$ cat config.mk
export PLATFORM = sky130hd
export DESIGN_NAME = ilc_loop_code
export DESIGN_NICKNAME = d
export VERILOG_FILES = /design/src/hdl/ilc_pkg.sv /design/src/hdl/ilc_loop_code.sv
export SDC_FILE = /design/constraint.sdc
export NUM_CORES = 1
export LEC_CHECK = 0
export BUFFER_PORTS_ARGS = -buffer_cell sky130_fd_sc_hd__buf_2
export CAP_MARGIN = 20
export CORE_ASPECT_RATIO = 0.8
export CORE_MARGIN = 3
export CORE_UTILIZATION = 45
export DETAILED_ROUTE_END_ITERATION = 16
export PLACE_DENSITY = 0.59
export SLEW_MARGIN = 20
export SYNTH_ARGS = -nofsm -noshare
export SYNTH_HDL_FRONTEND = slang
export SYNTH_SLANG_ARGS = --single-unit
export TNS_END_PERCENT = 100
$ cat constraint.sdc
create_clock -name clock_in -period 22 [get_ports clock_in]
set_clock_uncertainty 0.05 [all_clocks]
set_input_delay 2.2 -clock clock_in [delete_from_list [all_inputs] [get_ports clock_in]]
set_output_delay 2.2 -clock clock_in [all_outputs]
set_load 0.1 [all_outputs]
$ cat src/hdl/ilc_pkg.sv
// Constants and carrier types of the in-band loop code unit
package ilc_pkg;
    // ------------------------------------------------------------
    // Timing
    // ------------------------------------------------------------
    localparam int unsigned CLK_MHZ = 100;
    localparam int unsigned INTEG_MS = 36;
    localparam int unsigned INTEG_CYCLES = INTEG_MS * 1000 * CLK_MHZ;
    // Error window: 2 of 128 tolerates a 1e-2 error rate with margin
    localparam int unsigned WIN_BITS = 128;
    localparam int unsigned WIN_MAX_ERR = 2;
    // ------------------------------------------------------------
    // Register indices (byte address is four times the index)
    // ------------------------------------------------------------
    localparam logic [7:0] IDX_INBAND_CTRL = 8'hb6;
    localparam logic [7:0] IDX_TCD_HI = 8'hb7;
    localparam logic [7:0] IDX_TCD_LO = 8'hb8;
    localparam logic [7:0] IDX_UP_HI = 8'hb9;
    localparam logic [7:0] IDX_UP_LO = 8'hba;
    localparam logic [7:0] IDX_DN_HI = 8'hbb;
    localparam logic [7:0] IDX_DN_LO = 8'hbc;
    localparam logic [7:0] IDX_SP_HI = 8'hbd;
    localparam logic [7:0] IDX_SP_LO = 8'hbe;
    localparam logic [7:0] IDX_SP_CTRL = 8'hbf;
    localparam logic [7:0] IDX_CCR1 = 8'hc0;
    localparam logic [7:0] IDX_STATUS3 = 8'hc1;
    // ------------------------------------------------------------
    // Field positions and reset values
    // ------------------------------------------------------------
    localparam int unsigned DN_LEN_LSB = 0;
    localparam int unsigned UP_LEN_LSB = 3;
    localparam int unsigned TX_LEN_LSB = 6;
    localparam int unsigned SP_LEN_LSB = 0;
    localparam int unsigned TX_LOOP_EN_BIT = 0;
    localparam int unsigned T1_MODE_BIT = 1;
    localparam int unsigned FBIT_OFF_BIT = 2;
    localparam int unsigned UP_DET_BIT = 5;
    localparam int unsigned DOWN_DET_BIT = 6;
    localparam int unsigned SPARE_DET_BIT = 7;
    localparam logic [7:0] REG_RST = 8'h00;
    localparam logic [2:0] LEN_WIDE = 3'h7;
    localparam logic [4:0] LEN_16 = 5'h10;
    // ------------------------------------------------------------
    // Line bit carrier from the framer
    // ------------------------------------------------------------
    typedef struct packed {
        logic en;
        logic fbit;
        logic data;
    } ilc_line_t;
endpackage

$ cat src/hdl/ilc_loop_code.sv
// In-band loop code generator and three detectors with Wishbone registers
//
// Local design decision: register access over Wishbone.
`timescale 1ns/10ps
module ilc_loop_code #(
    parameter int unsigned INTEG_CYCLES = ilc_pkg::INTEG_CYCLES,
    parameter int unsigned WIN_BITS = ilc_pkg::WIN_BITS,
    parameter int unsigned WIN_MAX_ERR = ilc_pkg::WIN_MAX_ERR
) (
    input wire logic clock_in,
    input wire logic nrst_in,
    input wire logic wb_cyc_in,
    input wire logic wb_stb_in,
    input wire logic wb_we_in,
    input wire logic [9:0] wb_adr_in,
    input wire logic [31:0] wb_dat_in,
    input wire logic [3:0] wb_sel_in,
    output logic wb_ack_out,
    output logic [31:0] wb_dat_out,
    input wire ilc_pkg::ilc_line_t tx_line_in,
    input wire ilc_pkg::ilc_line_t rx_line_in,
    output logic tx_data_out,
    output logic loop_up_detected_out,
    output logic loop_down_detected_out,
    output logic spare_code_detected_out
);
    localparam int CW = $clog2(INTEG_CYCLES + 1);
    localparam int WW = $clog2(WIN_BITS + 1);
    localparam logic [CW-1:0] INTEG_LAST = CW'(INTEG_CYCLES - 1);
    localparam logic [WW-1:0] WIN_LAST = WW'(WIN_BITS - 1);
    localparam logic [WW-1:0] ERR_MAX = WW'(WIN_MAX_ERR);

    if (INTEG_CYCLES < 2 || WIN_BITS < 16 || WIN_MAX_ERR >= WIN_BITS) begin : g_chk
        $error("ilc_loop_code: unusable parameter values");
    end

    // ------------------------------------------------------------
    // Reset release
    // ------------------------------------------------------------
    logic rst_m_q;
    logic rst_n;
    always_ff @(posedge clock_in or negedge nrst_in) begin
        if (!nrst_in) begin
            rst_m_q <= 1'b0;
            rst_n <= 1'b0;
        end else begin
            rst_m_q <= 1'b1;
            rst_n <= rst_m_q;
        end
    end

    // ------------------------------------------------------------
    // Wishbone slave
    // ------------------------------------------------------------
    logic [7:0] inband_code_control_q;
    logic [7:0] tx_code_def_hi_q;
    logic [7:0] tx_code_def_lo_q;
    logic [7:0] rx_code_hi_q [0:2];
    logic [7:0] rx_code_lo_q [0:2];
    logic [7:0] rx_spare_code_control_q;
    logic [7:0] t1_common_control_1_q;
    logic [2:0] det_q;
    logic [7:0] status_reg_three;
    logic [7:0] idx;
    logic req;
    logic wr;
    logic [2:0] restart;

    assign idx = wb_adr_in[9:2];
    assign req = wb_cyc_in & wb_stb_in & ~wb_ack_out;
    assign wr = req & wb_we_in & wb_sel_in[0];
    always_comb begin
        status_reg_three = 8'h00;
        status_reg_three[ilc_pkg::UP_DET_BIT] = det_q[0];
        status_reg_three[ilc_pkg::DOWN_DET_BIT] = det_q[1];
        status_reg_three[ilc_pkg::SPARE_DET_BIT] = det_q[2];
    end

    // Either code byte of a detector restarts its integration
    assign restart[0] = wr & (idx == ilc_pkg::IDX_UP_HI || idx == ilc_pkg::IDX_UP_LO);
    assign restart[1] = wr & (idx == ilc_pkg::IDX_DN_HI || idx == ilc_pkg::IDX_DN_LO);
    assign restart[2] = wr & (idx == ilc_pkg::IDX_SP_HI || idx == ilc_pkg::IDX_SP_LO);

    always_ff @(posedge clock_in or negedge rst_n) begin
        if (!rst_n) begin
            wb_ack_out <= 1'b0;
        end else begin
            wb_ack_out <= req;
        end
    end

    always_ff @(posedge clock_in or negedge rst_n) begin
        if (!rst_n) begin
            wb_dat_out <= 32'h0000_0000;
        end else if (req && !wb_we_in) begin
            unique case (idx)
                ilc_pkg::IDX_INBAND_CTRL: wb_dat_out <= {24'h0, inband_code_control_q};
                ilc_pkg::IDX_TCD_HI: wb_dat_out <= {24'h0, tx_code_def_hi_q};
                ilc_pkg::IDX_TCD_LO: wb_dat_out <= {24'h0, tx_code_def_lo_q};
                ilc_pkg::IDX_UP_HI: wb_dat_out <= {24'h0, rx_code_hi_q[0]};
                ilc_pkg::IDX_UP_LO: wb_dat_out <= {24'h0, rx_code_lo_q[0]};
                ilc_pkg::IDX_DN_HI: wb_dat_out <= {24'h0, rx_code_hi_q[1]};
                ilc_pkg::IDX_DN_LO: wb_dat_out <= {24'h0, rx_code_lo_q[1]};
                ilc_pkg::IDX_SP_HI: wb_dat_out <= {24'h0, rx_code_hi_q[2]};
                ilc_pkg::IDX_SP_LO: wb_dat_out <= {24'h0, rx_code_lo_q[2]};
                ilc_pkg::IDX_SP_CTRL: wb_dat_out <= {24'h0, rx_spare_code_control_q};
                ilc_pkg::IDX_CCR1: wb_dat_out <= {24'h0, t1_common_control_1_q};
                ilc_pkg::IDX_STATUS3: wb_dat_out <= {24'h0, status_reg_three};
                default: wb_dat_out <= 32'h0000_0000;
            endcase
        end
    end

    always_ff @(posedge clock_in or negedge rst_n) begin
        if (!rst_n) begin
            inband_code_control_q <= ilc_pkg::REG_RST;
            tx_code_def_hi_q <= ilc_pkg::REG_RST;
            tx_code_def_lo_q <= ilc_pkg::REG_RST;
            rx_spare_code_control_q <= ilc_pkg::REG_RST;
            t1_common_control_1_q <= ilc_pkg::REG_RST;
            for (int i = 0; i < 3; i++) begin
                rx_code_hi_q[i] <= ilc_pkg::REG_RST;
                rx_code_lo_q[i] <= ilc_pkg::REG_RST;
            end
        end else if (wr) begin
            unique case (idx)
                ilc_pkg::IDX_INBAND_CTRL: inband_code_control_q <= wb_dat_in[7:0];
                ilc_pkg::IDX_TCD_HI: tx_code_def_hi_q <= wb_dat_in[7:0];
                ilc_pkg::IDX_TCD_LO: tx_code_def_lo_q <= wb_dat_in[7:0];
                ilc_pkg::IDX_UP_HI: rx_code_hi_q[0] <= wb_dat_in[7:0];
                ilc_pkg::IDX_UP_LO: rx_code_lo_q[0] <= wb_dat_in[7:0];
                ilc_pkg::IDX_DN_HI: rx_code_hi_q[1] <= wb_dat_in[7:0];
                ilc_pkg::IDX_DN_LO: rx_code_lo_q[1] <= wb_dat_in[7:0];
                ilc_pkg::IDX_SP_HI: rx_code_hi_q[2] <= wb_dat_in[7:0];
                ilc_pkg::IDX_SP_LO: rx_code_lo_q[2] <= wb_dat_in[7:0];
                ilc_pkg::IDX_SP_CTRL: rx_spare_code_control_q <= wb_dat_in[7:0];
                ilc_pkg::IDX_CCR1: t1_common_control_1_q <= wb_dat_in[7:0];
                default: ;
            endcase
        end
    end

    // ------------------------------------------------------------
    // Generator
    // ------------------------------------------------------------
    logic t1_on;
    logic tx_on;
    logic tx_fslot;
    logic [15:0] tx_pat;
    logic [4:0] tx_len;
    logic [3:0] tx_phase_q;

    assign t1_on = t1_common_control_1_q[ilc_pkg::T1_MODE_BIT];
    assign tx_on = t1_on & t1_common_control_1_q[ilc_pkg::TX_LOOP_EN_BIT];
    assign tx_fslot = tx_line_in.fbit & ~t1_common_control_1_q[ilc_pkg::FBIT_OFF_BIT];
    assign tx_pat = {tx_code_def_hi_q, tx_code_def_lo_q};

    always_comb begin
        unique case (inband_code_control_q[ilc_pkg::TX_LEN_LSB +: 2])
            2'h0: tx_len = 5'h05;
            2'h1: tx_len = 5'h06;
            2'h2: tx_len = 5'h07;
            2'h3: tx_len = ilc_pkg::LEN_16;
        endcase
    end

    always_ff @(posedge clock_in or negedge rst_n) begin
        if (!rst_n) begin
            tx_phase_q <= 4'h0;
            tx_data_out <= 1'b0;
        end else if (!tx_on) begin
            // Phase clears without waiting for a strobe, so every run starts at the top bit
            tx_phase_q <= 4'h0;
            if (tx_line_in.en) begin
                tx_data_out <= tx_line_in.data;
            end
        end else if (tx_line_in.en) begin
            // An F slot overwrites a pattern bit, so the phase still moves on
            tx_data_out <= tx_fslot ? tx_line_in.data : tx_pat[4'hf - tx_phase_q];
            tx_phase_q <= (5'(tx_phase_q) == tx_len - 5'h01) ? 4'h0 : tx_phase_q + 4'h1;
        end
    end

    // ------------------------------------------------------------
    // Detectors: 0 up, 1 down, 2 spare
    // ------------------------------------------------------------
    function automatic logic pat_match(logic [15:0] h, logic [15:0] p, logic [4:0] l);
        logic m;
        m = 1'b1;
        for (int k = 0; k < 16; k++) begin
            if (k < int'(l) && h[int'(l) - 1 - k] != p[15 - k]) begin
                m = 1'b0;
            end
        end
        return m;
    endfunction

    logic [2:0] len_code [0:2];
    assign len_code[0] = inband_code_control_q[ilc_pkg::UP_LEN_LSB +: 3];
    assign len_code[1] = inband_code_control_q[ilc_pkg::DN_LEN_LSB +: 3];
    assign len_code[2] = rx_spare_code_control_q[ilc_pkg::SP_LEN_LSB +: 3];

    logic [CW-1:0] icnt_q [0:2];

    for (genvar d = 0; d < 3; d++) begin : g_det
        logic [4:0] len;
        logic [15:0] pat;
        logic run;
        logic [1:0] good;
        // Code 7 always runs 16 bits: equal bytes make that an 8-bit code
        assign len = (len_code[d] == ilc_pkg::LEN_WIDE) ? ilc_pkg::LEN_16 : 5'(len_code[d]) + 5'h01;
        assign pat = {rx_code_hi_q[d], rx_code_lo_q[d]};
        assign run = t1_on & ~restart[d];

        // Tracker 0 drops F slots (inserted), tracker 1 fills them with the expected bit
        for (genvar v = 0; v < 2; v++) begin : g_trk
            logic [15:0] hist_q;
            logic [15:0] hist_d;
            logic [3:0] phase_q;
            logic [WW-1:0] bcnt_q;
            logic [WW-1:0] ecnt_q;
            logic good_q;
            logic exp_bit;
            logic take;
            logic cmp;
            logic err;
            always_comb begin
                exp_bit = pat[4'hf - phase_q];
                cmp = rx_line_in.en & ~rx_line_in.fbit;
                take = rx_line_in.en & (~rx_line_in.fbit | (v == 1));
                err = cmp & (rx_line_in.data != exp_bit);
                hist_d = {hist_q[14:0], rx_line_in.fbit ? exp_bit : rx_line_in.data};
            end
            always_ff @(posedge clock_in or negedge rst_n) begin
                if (!rst_n) begin
                    hist_q <= 16'h0000;
                    phase_q <= 4'h0;
                end else if (!run) begin
                    hist_q <= 16'h0000;
                    phase_q <= 4'h0;
                end else if (take) begin
                    hist_q <= hist_d;
                    // A clean copy of the code in history realigns the phase
                    if (pat_match(hist_d, pat, len) || 5'(phase_q) == len - 5'h01) begin
                        phase_q <= 4'h0;
                    end else begin
                        phase_q <= phase_q + 4'h1;
                    end
                end
            end
            always_ff @(posedge clock_in or negedge rst_n) begin
                if (!rst_n) begin
                    bcnt_q <= '0;
                    ecnt_q <= '0;
                    good_q <= 1'b0;
                end else if (!run) begin
                    bcnt_q <= '0;
                    ecnt_q <= '0;
                    good_q <= 1'b0;
                end else if (cmp) begin
                    if (bcnt_q == WIN_LAST) begin
                        good_q <= (ecnt_q + WW'(err)) <= ERR_MAX;
                        bcnt_q <= '0;
                        ecnt_q <= '0;
                    end else begin
                        bcnt_q <= bcnt_q + WW'(1);
                        ecnt_q <= ecnt_q + WW'(err);
                    end
                end
            end
            assign good[v] = good_q;
        end

        // Status is live: it falls as soon as the windows of both trackers fail
        always_ff @(posedge clock_in or negedge rst_n) begin
            if (!rst_n) begin
                icnt_q[d] <= '0;
                det_q[d] <= 1'b0;
            end else if (!run || good == 2'b00) begin
                icnt_q[d] <= '0;
                det_q[d] <= 1'b0;
            end else if (icnt_q[d] == INTEG_LAST) begin
                det_q[d] <= 1'b1;
            end else begin
                icnt_q[d] <= icnt_q[d] + CW'(1);
            end
        end
    end

    assign loop_up_detected_out = det_q[0];
    assign loop_down_detected_out = det_q[1];
    assign spare_code_detected_out = det_q[2];
endmodule

# --- After elaboration in Yosys (flattened, before gate mapping) ---
# Cells that the tools add are included.
word_totals:
  regBits: 413
  latch_bits: 0
  ram_bits: 0
  romBits: 0
  input_bits: 57
  output_inout_bits: 37
  wordCells: 1084
  mem_count: 0
op_classes:
  addsub: 84
  n_mul: 0
  div_mod_pow: 0
  n_lt_le_gt_ge: 109
  eq_ne: 152
  shift: 0
  n_mux: 524
  n_bitwise: 25
  reduce_logical: 137
ops:
  columns: ["op", "n"]
  rows:
  - ["$lt 32x6->1 const B", 42]
  - ["$bmux 1 s4", 103]
  - ["$mux 1", 341]
  - ["$mux 8", 36]
  - ["$mux 15", 12]
  - ["$sub 6x5->7 const B", 24]
  - ["$mux 22", 6]
  - ["$lt 4x5->1 const A", 24]
  - ["$ne 1x1->1", 102]
  - ["$logic_and 1x1->1", 97]
  - ["$eq 8x8->1 const B", 12]
  - ["$pmux 8 s12", 1]
  - ["$mux 4", 21]
  - ["$sub 6x4->7 const B", 12]
  - ["$add 22x1->22 const B", 3]
  - ["$eq 22x22->1 const B", 3]
  - ["$lt 3x5->1 const A", 12]
  - ["$add 8x1->8", 6]
  - ["$add 8x1->8 const B", 6]
  - ["$eq 8x7->1 const B", 6]
  - ["$le 8x2->1 const B", 6]
  - ["$sub 6x3->7 const B", 6]
  - ["$eq 4x5->1", 7]
  - ["$lt 4x5->1 const B", 7]
  - ["other kinds (24)", 136]

# --- Depth between registers and ports, before layout ---
# Gate-level depths: netlist of the first run.
depth:
  depth_word: 31
  depth_mapped: 24
  mapped_depth_nobuf: 17

# --- Least setup slack after synthesis of the first run ---
# OpenSTA, ideal clock, no wires.
synth_path:
  kind: "flip-flop to flip-flop"
  start: "register rx_spare_code_control_q[0]"
  end: "register g_det[2].g_trk[1].phase_q[3]"
  arrival_ns: 5.560
  path_slack_ns: 16.266
  stages_incl_launch_ff: 24
  n_path_buf: 8
  period_less_slack_ns: 5.734
  cell_sequence: "dfrtp_1 buf_2 buf_1 buf_1 inv_1 ha_1 buf_2 clkinv_1 buf_1 clkbuf_1 ha_1 buf_2 a21boi_1 o21ai_1 a211o_1 buf_2 mux2i_1 o2bb2ai_1 or4_1 nor4_2 nand4_1 o21ai_2 nor3_1 a211o_1"
synth_between:
  elab_chain_len: 30
  elab_cells_between_ends: 139
  classes_between: "add/sub (18); order compare (16); eq/ne (18); mux (70); reduce/logical (17)"
synth_lines:
  columns: ["item", "line_no", "source"]
  rows:
  - ["start: declaration", "ilc_loop_code.sv:60", "logic [7:0] rx_spare_code_control_q;"]
  - ["start signal: assignment", "ilc_loop_code.sv:119", "rx_spare_code_control_q <= ilc_pkg::REG_RST;"]
  - ["start signal: assignment", "ilc_loop_code.sv:136", "ilc_pkg::IDX_SP_CTRL: rx_spare_code_control_q <= wb_dat_in[7:0];"]
  - ["$add 3x1->4 / $eq 3x3->1 (equally long branches)", "ilc_loop_code.sv:211", "assign len = (len_code[d] == ilc_pkg::LEN_WIDE) ? ilc_pkg::LEN_16 : 5'(len_code[d]) + 5'h01;"]
  - ["$mux 5 (*)", "ilc_loop_code.sv:211", null]
  - ["$sub 5x1->6", "ilc_loop_code.sv:191", "if (k < int'(l) && h[int'(l) - 1 - k] != p[15 - k]) begin"]
  - ["$sub 6x2->7 / $bmux 1 s4 (equally long branches)", "ilc_loop_code.sv:191", null]
  - ["$bmux 1 s4 / $mux 1 (equally long branches)", "ilc_loop_code.sv:191", null]
  - ["$mux 1 (not written as such)", "ilc_loop_code.sv:191", null]
  - ["$mux 1 (not written as such) / $ne 1x1->1 (equally long branches)", "ilc_loop_code.sv:191", null]
  - ["$ne 1x1->1 / $logic_and 1x1->1 (equally long branches)", "ilc_loop_code.sv:191", null]
  - ["$logic_and 1x1->1 / $mux 1 (equally long branches)", "ilc_loop_code.sv:191", null]
  - ["$mux 1 (15 in a row)", "ilc_loop_code.sv:191", null]
  - ["$mux 1", "ilc_loop_code.sv:241", "end else if (take) begin"]
  - ["$mux 1", "ilc_loop_code.sv:238", "end else if (!run) begin"]
  - ["$logic_or 1x1->1 (*)", "ilc_loop_code.sv:244", "if (pat_match(hist_d, pat, len) || 5'(phase_q) == len - 5'h01) begin"]
  - ["$mux 4 (*)", "ilc_loop_code.sv:244", null]
  - ["$mux 4 (*)", "ilc_loop_code.sv:241", null]
  - ["$mux 4 (*)", "ilc_loop_code.sv:238", null]
  - ["end signal: assignment", "ilc_loop_code.sv:247", "phase_q <= phase_q + 4'h1;"]
  - ["end: declaration", "ilc_loop_code.sv:219", "logic [3:0] phase_q;"]
# Every way passes the cells marked *; elsewhere a longest branch is shown, timed or not. The select of a mux whose other input is x is not followed.
# A chain may end at the register's enable or synchronous reset.

# --- Final worst setup path of the first run ---
layout_path:
  start: "register inband_code_control_q[0]"
  end: "register g_det[1].g_trk[0].phase_q[2]"
layout_between:
  elab_chain_len: 30
  elab_cells_between_ends: 139
  classes_between: "add/sub (18); order compare (16); eq/ne (18); mux (70); reduce/logical (17)"
layout_lines:
  columns: ["item", "line_no", "source"]
  rows:
  - ["start: declaration", "ilc_loop_code.sv:55", "logic [7:0] inband_code_control_q;"]
  - ["start signal: assignment", "ilc_loop_code.sv:116", "inband_code_control_q <= ilc_pkg::REG_RST;"]
  - ["start signal: assignment", "ilc_loop_code.sv:127", "ilc_pkg::IDX_INBAND_CTRL: inband_code_control_q <= wb_dat_in[7:0];"]
  - ["$add 3x1->4 / $eq 3x3->1 (equally long branches)", "ilc_loop_code.sv:211", null]
  - ["$mux 5 (*)", "ilc_loop_code.sv:211", null]
  - ["$sub 5x1->6", "ilc_loop_code.sv:191", null]
  - ["$sub 6x2->7 / $bmux 1 s4 (equally long branches)", "ilc_loop_code.sv:191", null]
  - ["$bmux 1 s4 / $mux 1 (equally long branches)", "ilc_loop_code.sv:191", null]
  - ["$mux 1 (not written as such)", "ilc_loop_code.sv:191", null]
  - ["$mux 1 (not written as such) / $ne 1x1->1 (equally long branches)", "ilc_loop_code.sv:191", null]
  - ["$ne 1x1->1 / $logic_and 1x1->1 (equally long branches)", "ilc_loop_code.sv:191", null]
  - ["$logic_and 1x1->1 / $mux 1 (equally long branches)", "ilc_loop_code.sv:191", null]
  - ["$mux 1 (15 in a row)", "ilc_loop_code.sv:191", null]
  - ["$mux 1", "ilc_loop_code.sv:241", null]
  - ["$mux 1", "ilc_loop_code.sv:238", null]
  - ["$logic_or 1x1->1 (*)", "ilc_loop_code.sv:244", null]
  - ["$mux 4 (*)", "ilc_loop_code.sv:244", null]
  - ["$mux 4 (*)", "ilc_loop_code.sv:241", null]
  - ["$mux 4 (*)", "ilc_loop_code.sv:238", null]
  - ["end signal: assignment", "ilc_loop_code.sv:247", null]
  - ["end: declaration", "ilc_loop_code.sv:219", null]
# Marks and branches as above.

==> results of run 1 <==
[cell type report]
| type | count | area (um2) |
|---|---|---|
| clock inverters | 23 | 284.0 |
| flip-flops and latches | 389 | 9738 |
| fillers | 6118 | 32890 |
| clock buffers | 54 | 1179 |
| repair buffers | 83 | 523.0 |
| well taps | 850 | 1064 |
| multi-input cells | 2638 | 18870 |
| inverters | 69 | 259.0 |
[sequential cells by signal (all words and copies together), names as in the netlist, 4 cells and up]
signal and count:
g_det.g_trk.hist_q 90, icnt_q 66, g_det.g_trk.bcnt_q 48, g_det.g_trk.ecnt_q 48, g_det.pat 48, g_det.g_trk.phase_q 24, inband_code_control_q 8, rx_spare_code_control_q 8
t1_common_control_1_q 8, tx_code_def_hi_q 8, tx_code_def_lo_q 8, wb_dat_out 8, g_det.g_trk.good_q 6, tx_phase_q 4
[critical path, stage by stage, from the launching register on]
cell and delay [ps]:
dfrtp_1 350, buf_4 210, ha_1 220, ha_1 270
buf_4 270, clkinv_1 390, ha_1 440, and2_1 250
nor3_4 620, o22a_1 410, mux2_4 340, a221oi_1 420
a21oi_1 140, a21oi_1 220, or4b_4 500, o41ai_4 630
o21ai_1 120, a21o_1 200
[power breakdown]
part	leakage, nW	internal, W	switching, W
clock network	0.714	0.000442	0.000322
logic	7.11	0.0000272	0.0000866
registers	5.41	0.000717	0.00000554
total	13.2	0.00119	0.000414
[layer usage]
metal | up-vias | GRT usage (%) | routed length, um
li1 | 11930 | - | -
met1 | 13030 | 38.13 | 42300
met2 | 935 | 40.76 | 41600
met3 | 123 | 3.991 | 6184
met4 | 2 | 6.046 | 1803
met5 | - | 0 | 10
[path summary, 6_finish.rpt]
kind	start	cells after the start	end
max	inband_code_control_q[0]$_DFFE_PN0P_	17	g_det[1].g_trk[0].phase_q[2]$_DFFE_PN0P_
min	rst_m_q$_DFF_PN0_	0	rst_n$_DFF_PN0_
max reg2reg	inband_code_control_q[0]$_DFFE_PN0P_	17	g_det[1].g_trk[0].phase_q[2]$_DFFE_PN0P_
min reg2reg	rst_m_q$_DFF_PN0_	0	rst_n$_DFF_PN0_
max in group asynchronous	rst_n$_DFF_PN0_	4	icnt_q[62]$_DFFE_PN0P_
min in group asynchronous	rst_n$_DFF_PN0_	0	g_det[0].g_trk[1].hist_q[9]$_DFFE_PN0P_
[Yosys cell counts (8+ instances only)]
library cell	count	share of area (%)
clkbuf_1	150	1.9
nor2_1	297	3.7
nand3_1	137	2.3
nor3_1	76	1.3
inv_1	59	0.74
xor2_1	97	2.9
buf_4	25	0.63
a2111oi_0	8	0.24
nand2_1	412	5.2
nor3b_1	12	0.30
or3_1	14	0.29
and3_1	43	0.90
o31a_1	8	0.24
o22ai_1	20	0.42
o21a_1	11	0.28
a22oi_1	37	0.93
and2_1	32	0.67
ha_1	77	3.2
o21ai_1	17	0.29
a211o_1	14	0.41
o31ai_1	28	0.71
o22a_1	8	0.24
nand2b_1	27	0.57
a21oi_1	150	2.5
mux2i_1	178	6.0
or2_2	15	0.31
nor4_1	23	0.48
xnor2_1	114	3.4
a31o_2	8	0.24
buf_1	25	0.31
a21o_1	26	0.66
o21ai_0	151	2.5
a221oi_1	16	0.47
mux2_2	114	4.3
a22o_1	23	0.68
nor2b_1	24	0.50
a31oi_1	41	0.86
o41ai_1	8	0.24
mux4_2	93	7.0
nand4_1	41	0.86
o211ai_1	17	0.43
buf_2	28	0.47
a211oi_1	27	0.68
or4_1	8	0.20
dfrtp_1	389	33
[per-stage QoR]
stage          hold slack, ps  area (um2)  util [%]
4_1_cts                 306.5       31900     49.23
5_1_grt                 316.6       31910     49.25
2_1_floorplan           281.2       29880         -
6_report                303.0       31910     49.25
3_5_place_dp            292.0       30440     46.98
3_3_place_gp            288.3       30440     46.98
[logic make-up (layout without fill, tap and decap cells)]
group                    after synthesis  after routing  synth area share [%]
XOR/XNOR                             212            212                 6.295
buffers and inverters                305            229                 4.435
AND/OR/NAND/NOR                     1208           1208                 19.16
adder cells (fa/ha/maj)               78             78                 3.267
multiplexers                         389            389                 17.51
other                                  2             25               0.02521
flip-flops                           389            389                 32.67
AO/OA/AOI/OAI                        726            726                 16.64
==> results_dict.tcl, run 1 <==
set metrics [dict create \
    fin_cells 4106 \
    die_h_um 236.1 \
    worstMarginPinSlew_ps 1077 \
    drt_pass1_iterations 9 \
    finalSetupViolations 0 \
    vias 26020 \
    timing.fmax_mhz 162.1 \
    grt_pass1_wl_um 144900 \
    period_share_pct 28.04 \
    synth_seq_cells 389 \
    yosysWarnings 0 \
    hold_viol_final 0 \
    gp_congestion 0.9768 \
    postSynthCellCount 3309 \
    max-vdd-ir-drop_v 0.00005973 \
    port_buffers 40 \
    criticalPathCategory "reg2reg" \
    ys_async_sr_fraction_pct 100.0 \
    nets 3359 \
    end_kind "flip-flop" \
    syn_avg_cell_area_um2 9.003 \
    power_w 0.001600 \
    dp.cells 4029 \
    reg2reg_slack_ps 15830 \
    ys_seq_area_share_pct 32.67 \
    drc 0 \
    via_per_inst 6.336 \
    cp.arrival_ps 6610 \
    yosysUniqueCellTypes 110 \
    cts.htree.levels 2 \
    layout.cells.most_common_list "nand2_1 (411), dfrtp_1 (388), nor2_1 (295)" \
    overflow 0 \
    crit_fanout 22 \
    p_leak_nw 13.23 \
    finalCriticalPeriod_ps 6168 \
    n_antenna_cell 0 \
    insertion_delay_ps 600 \
    setup_ws_ps 15830 \
    grt_util_all_layers_pct 26.09 \
    core_area_um2 64800 \
    grt_max_degree 76 \
    detail_route.wl_per_cell_um 22.38 \
    layout_commonest_cell "nand2_1" \
    boundaryPins 94 \
    clkSinkCount 389 \
    start_util_pct 45.97 \
    routed_wl_um 91900 \
    cp-start-kind "flip-flop" \
    hold_class "reg2reg" \
    antenna_found_initial 1 \
    root_buffer "clkbuf_16" \
    status "completed" \
    final_max_slew_viol_count 0 \
    holdBufCountCts 0 \
    synth_ff_type "dfrtp_1" \
    dpl_worst_slack_ps 15710 \
    initialDrtViolationCount 2379 \
    clk_pin_slew_ps 60 \
    cts_buffers 44 \
    grt_pass1_vias 24570 \
    post_cts_buffers 0 \
    syn_to_final_growth_pct 7.115 \
    row_count 83 \
    crit_required_ps 22440 \
    dpl.hpwl_um 67140 \
    power_density_nw_per_um2 50.13 \
    setup_tns_ps 0 \
    maxCapViolCount 0 \
    rsz0062_at_grt "no" \
    ant_nets 0 \
    die_w_um 293.7 \
    cts_tree "done" \
    drive_gt1_share_pct 13.48 \
    ctsResizeCount 0 \
    syn-cell-area_um2 29790 \
    clk_path_buf_depth 3 \
    synth-edff-count 0 \
    slew_headroom_pct 27.98 \
    dieArea_um2 69350 \
]
Note: power is estimated with default switching activity, not from simulation.
==> inputs of run 2 (changes only) <==
Settings changed: ABC_AREA from default to 1.
Clock period 22 ns to 6.4 ns, I/O delays scaled along.
==> run 2 against run 1 <==
Compared with the run above: total power grew to 3.4 times the previous value; non-clock buffer count is 17 lower; worst setup slack got worse by 14000 ps; sequential share of layout area grew 2.4 points; register-to-register slack worse by 14000 ps; wire length down 10%; design area fell by 7.2%; synthesized cell count rose by 20%; maximum frequency grew 34%; critical path type unchanged.
==> results_dict.tcl, run 2 <==
set metrics [dict create \
    synth_top_area_share_pct 35.60 \
    routed_wl_um 82310 \
    clk_pin_slew_ps 60 \
    power_w 0.005427 \
    die_w_um 281.6 \
    n_antenna_cell 0 \
    root_buffer "clkbuf_16" \
    layout_commonest_cell "nand2_1" \
    synth_top_family_by_area "simple AND/OR/NAND/NOR gates" \
    finalCriticalPeriod_ps 4603 \
    synthAdderAreaFrac_pct 3.523 \
    multi_input_area_um2 14920 \
    hold_class "in2reg" \
    hold_viol_final 0 \
    synth_seq_cells 389 \
    row_count 80 \
    reg2reg_from "rx_spare_code_control_q[0]$_DFFE_PN0P_" \
    synth-simple-area-share_pct 31.14 \
    status "completed" \
    core_area_um2 59860 \
    timing.fmax_mhz 217.2 \
    yosysUniqueCellTypes 62 \
    postSynthCellCount 3972 \
    via_per_inst 5.468 \
    initialDrtViolationCount 2811 \
    finalSetupViolations 0 \
    max-vdd-ir-drop_v 0.0001818 \
    syn_avg_cell_area_um2 6.884 \
    post_cts_buffers 0 \
    final.fill_count 6096 \
    gp_congestion 0.9614 \
    fin_area_um2 29600 \
    drc 0 \
    dieArea_um2 63780 \
    synthTopCellsByArea "dfrtp_1 (36%), nand2_1 (15%), nand3_1 (9.8%)" \
    final_max_slew_viol_count 0 \
    synth.most_common_cell "nand2_1" \
    dpl.hpwl_um 61220 \
    grt_max_degree 159 \
    grt_pass1_vias 22930 \
    busiest_layer "met1" \
    layout.cells.most_common_list "nand2_1 (1100), nand3_1 (533), inv_1 (505)" \
    synth-edff-count 0 \
    vias 26080 \
    cp-start-kind "flip-flop" \
    syn-cell-area_um2 27340 \
    grt_pass1_wl_um 130700 \
    antenna_found_initial 2 \
    cts.htree.levels 2 \
    synth_xor_area_share_pct 3.587 \
    worstMarginPinSlew_ps 1054 \
    power_density_nw_per_um2 183.3 \
    use_met2_pct 34.19 \
    maxCapViolCount 0 \
    port_buffers 40 \
    drive_gt1_share_pct 5.613 \
    nets 4090 \
    finish.utilization_pct 49.45 \
    cts_buffers 45 \
    hold_start "wb_stb_in" \
    crit_fanout 18 \
    ant_nets 0 \
    largest_reg_flops 90 \
    placed_cell_area_um2 28130 \
    p_leak_nw 13.84 \
    criticalPathCategory "reg2reg" \
    reg2reg_slack_ps 1800 \
    yosysWarnings 0 \
    setup_tns_ps 0 \
    hold_depth 3 \
    synth_ff_type "dfrtp_1" \
    synthMuxAreaShare_pct 0.9060 \
    clkSinkCount 389 \
    rsz0062_at_grt "no" \
    overflow 0 \
    die_h_um 226.5 \
    cp.arrival_ps 5040 \
    grt_util_all_layers_pct 25.75 \
    synth_top_cell_by_area "dfrtp_1" \
    grt_util_met3_pct 4.478 \
    period_share_pct 71.93 \
    slew_headroom_pct 29.59 \
    detail_route.wl_per_cell_um 17.26 \
    syn_to_final_growth_pct 8.245 \
    synth_compound_area_share_pct 14.98 \
    register_area_um2 9738 \
    fin_cells 4770 \
    crit_start "rx_spare_code_control_q[0]$_DFFE_PN0P_" \
    use_met1_pct 42.16 \
    crit_required_ps 6840 \
    ys_async_sr_fraction_pct 100.0 \
    end_kind "flip-flop" \
    drt_pass1_iterations 7 \
    boundaryPins 94 \
    start_util_pct 45.68 \
    clk_path_buf_depth 3 \
    cts_tree "done" \
    r2r_cells 24 \
    netlist_top_cells_count "nand2_1 (1100), nand3_1 (533), inv_1 (505)" \
    largest-register "g_det.g_trk.hist_q" \
    dp.cells 4687 \
    insertion_delay_ps 610 \
    reg.largest.list "g_det.g_trk.hist_q (90), icnt_q (66)" \
    ys_seq_area_share_pct 35.60 \
]
==> run 2: worst paths after layout <==
path | end
max | g_det[2].g_trk[0].phase_q[0]$_DFFE_PN0P_
min | wb_ack_out$_DFF_PN0_
max reg2reg | g_det[2].g_trk[0].phase_q[0]$_DFFE_PN0P_
min reg2reg | g_det[1].g_trk[1].ecnt_q[5]$_DFFE_PN0P_
max in group asynchronous | g_det[2].pat[1]$_DFFE_PN0P_
min in group asynchronous | g_det[1].g_trk[1].ecnt_q[5]$_DFFE_PN0P_
==> run 2: cell families (layout without fill, tap and decap cells) <==
logic type                 Yosys count  in the layout
xor gates and xnor gates           100            100
adders and majority gates           77             77
other                                2             25
DFF                                389            389
muxes                               24             24
AOI/OAI and AO/OA                  715            715
and+or+nand+nor                   1967           1967
buffers and inverters              698            694
==> run 2: cell type report <==
cell class	count	share of cell area, %
tap	779	3.293
clock buffer	61	4.176
clock inverter	21	0.7524
sequential	389	32.90
inverter	546	6.975
multi-input combinational	2908	50.41
timing repair buffer	66	1.496
==> run 2: critical path: stages (launching register included) <==
cell and delay [ps]:
dfrtp_1 510, ha_1 300, ha_1 470, inv_1 450, nand2_1 110, nand2_1 80
buf_4 240, clkinv_1 350, ha_1 420, a21oi_1 320, inv_1 140, nand2_1 80
o21ai_1 60, inv_1 80, nand2_1 70, nand2_1 80, nand2_1 50, nand3_1 70
nand2_1 60, inv_2 50, nand2_2 40, nor2_2 120, nand2_2 120, nand3_1 90
nand2_1 60
==> run 2: where the power goes <==
group	switching (W)	internal, W
combinational	0.000281	0.0000645
clock	0.00111	0.00148
sequential	0.0000156	0.00247
total	0.00141	0.00402
==> run 2: metrics by stage <==
step	setup slack, ps	hold WS (ps)
floorplan	0.8780	281.1
global placement	1833	283.7
detailed placement	1849	289.6
CTS	1828	223.8
global route	1434	271.3
finish	1797	250.4
==> run 2: what timing repair did <==
| action | 4_1_cts | 5_1_grt |
|---|---|---|
| hold buffers | 1 | 0 |
| endpoints found under the hold margin | 2 | 0 |
| resized for setup | 0 | 0 |
==> run 2: routing by layer <==
layer  vias up  wire, um
li1      13090         -
met1     12030     42470
met2       842     31460
met3       114      6622
met4         4      1725
met5         -        29
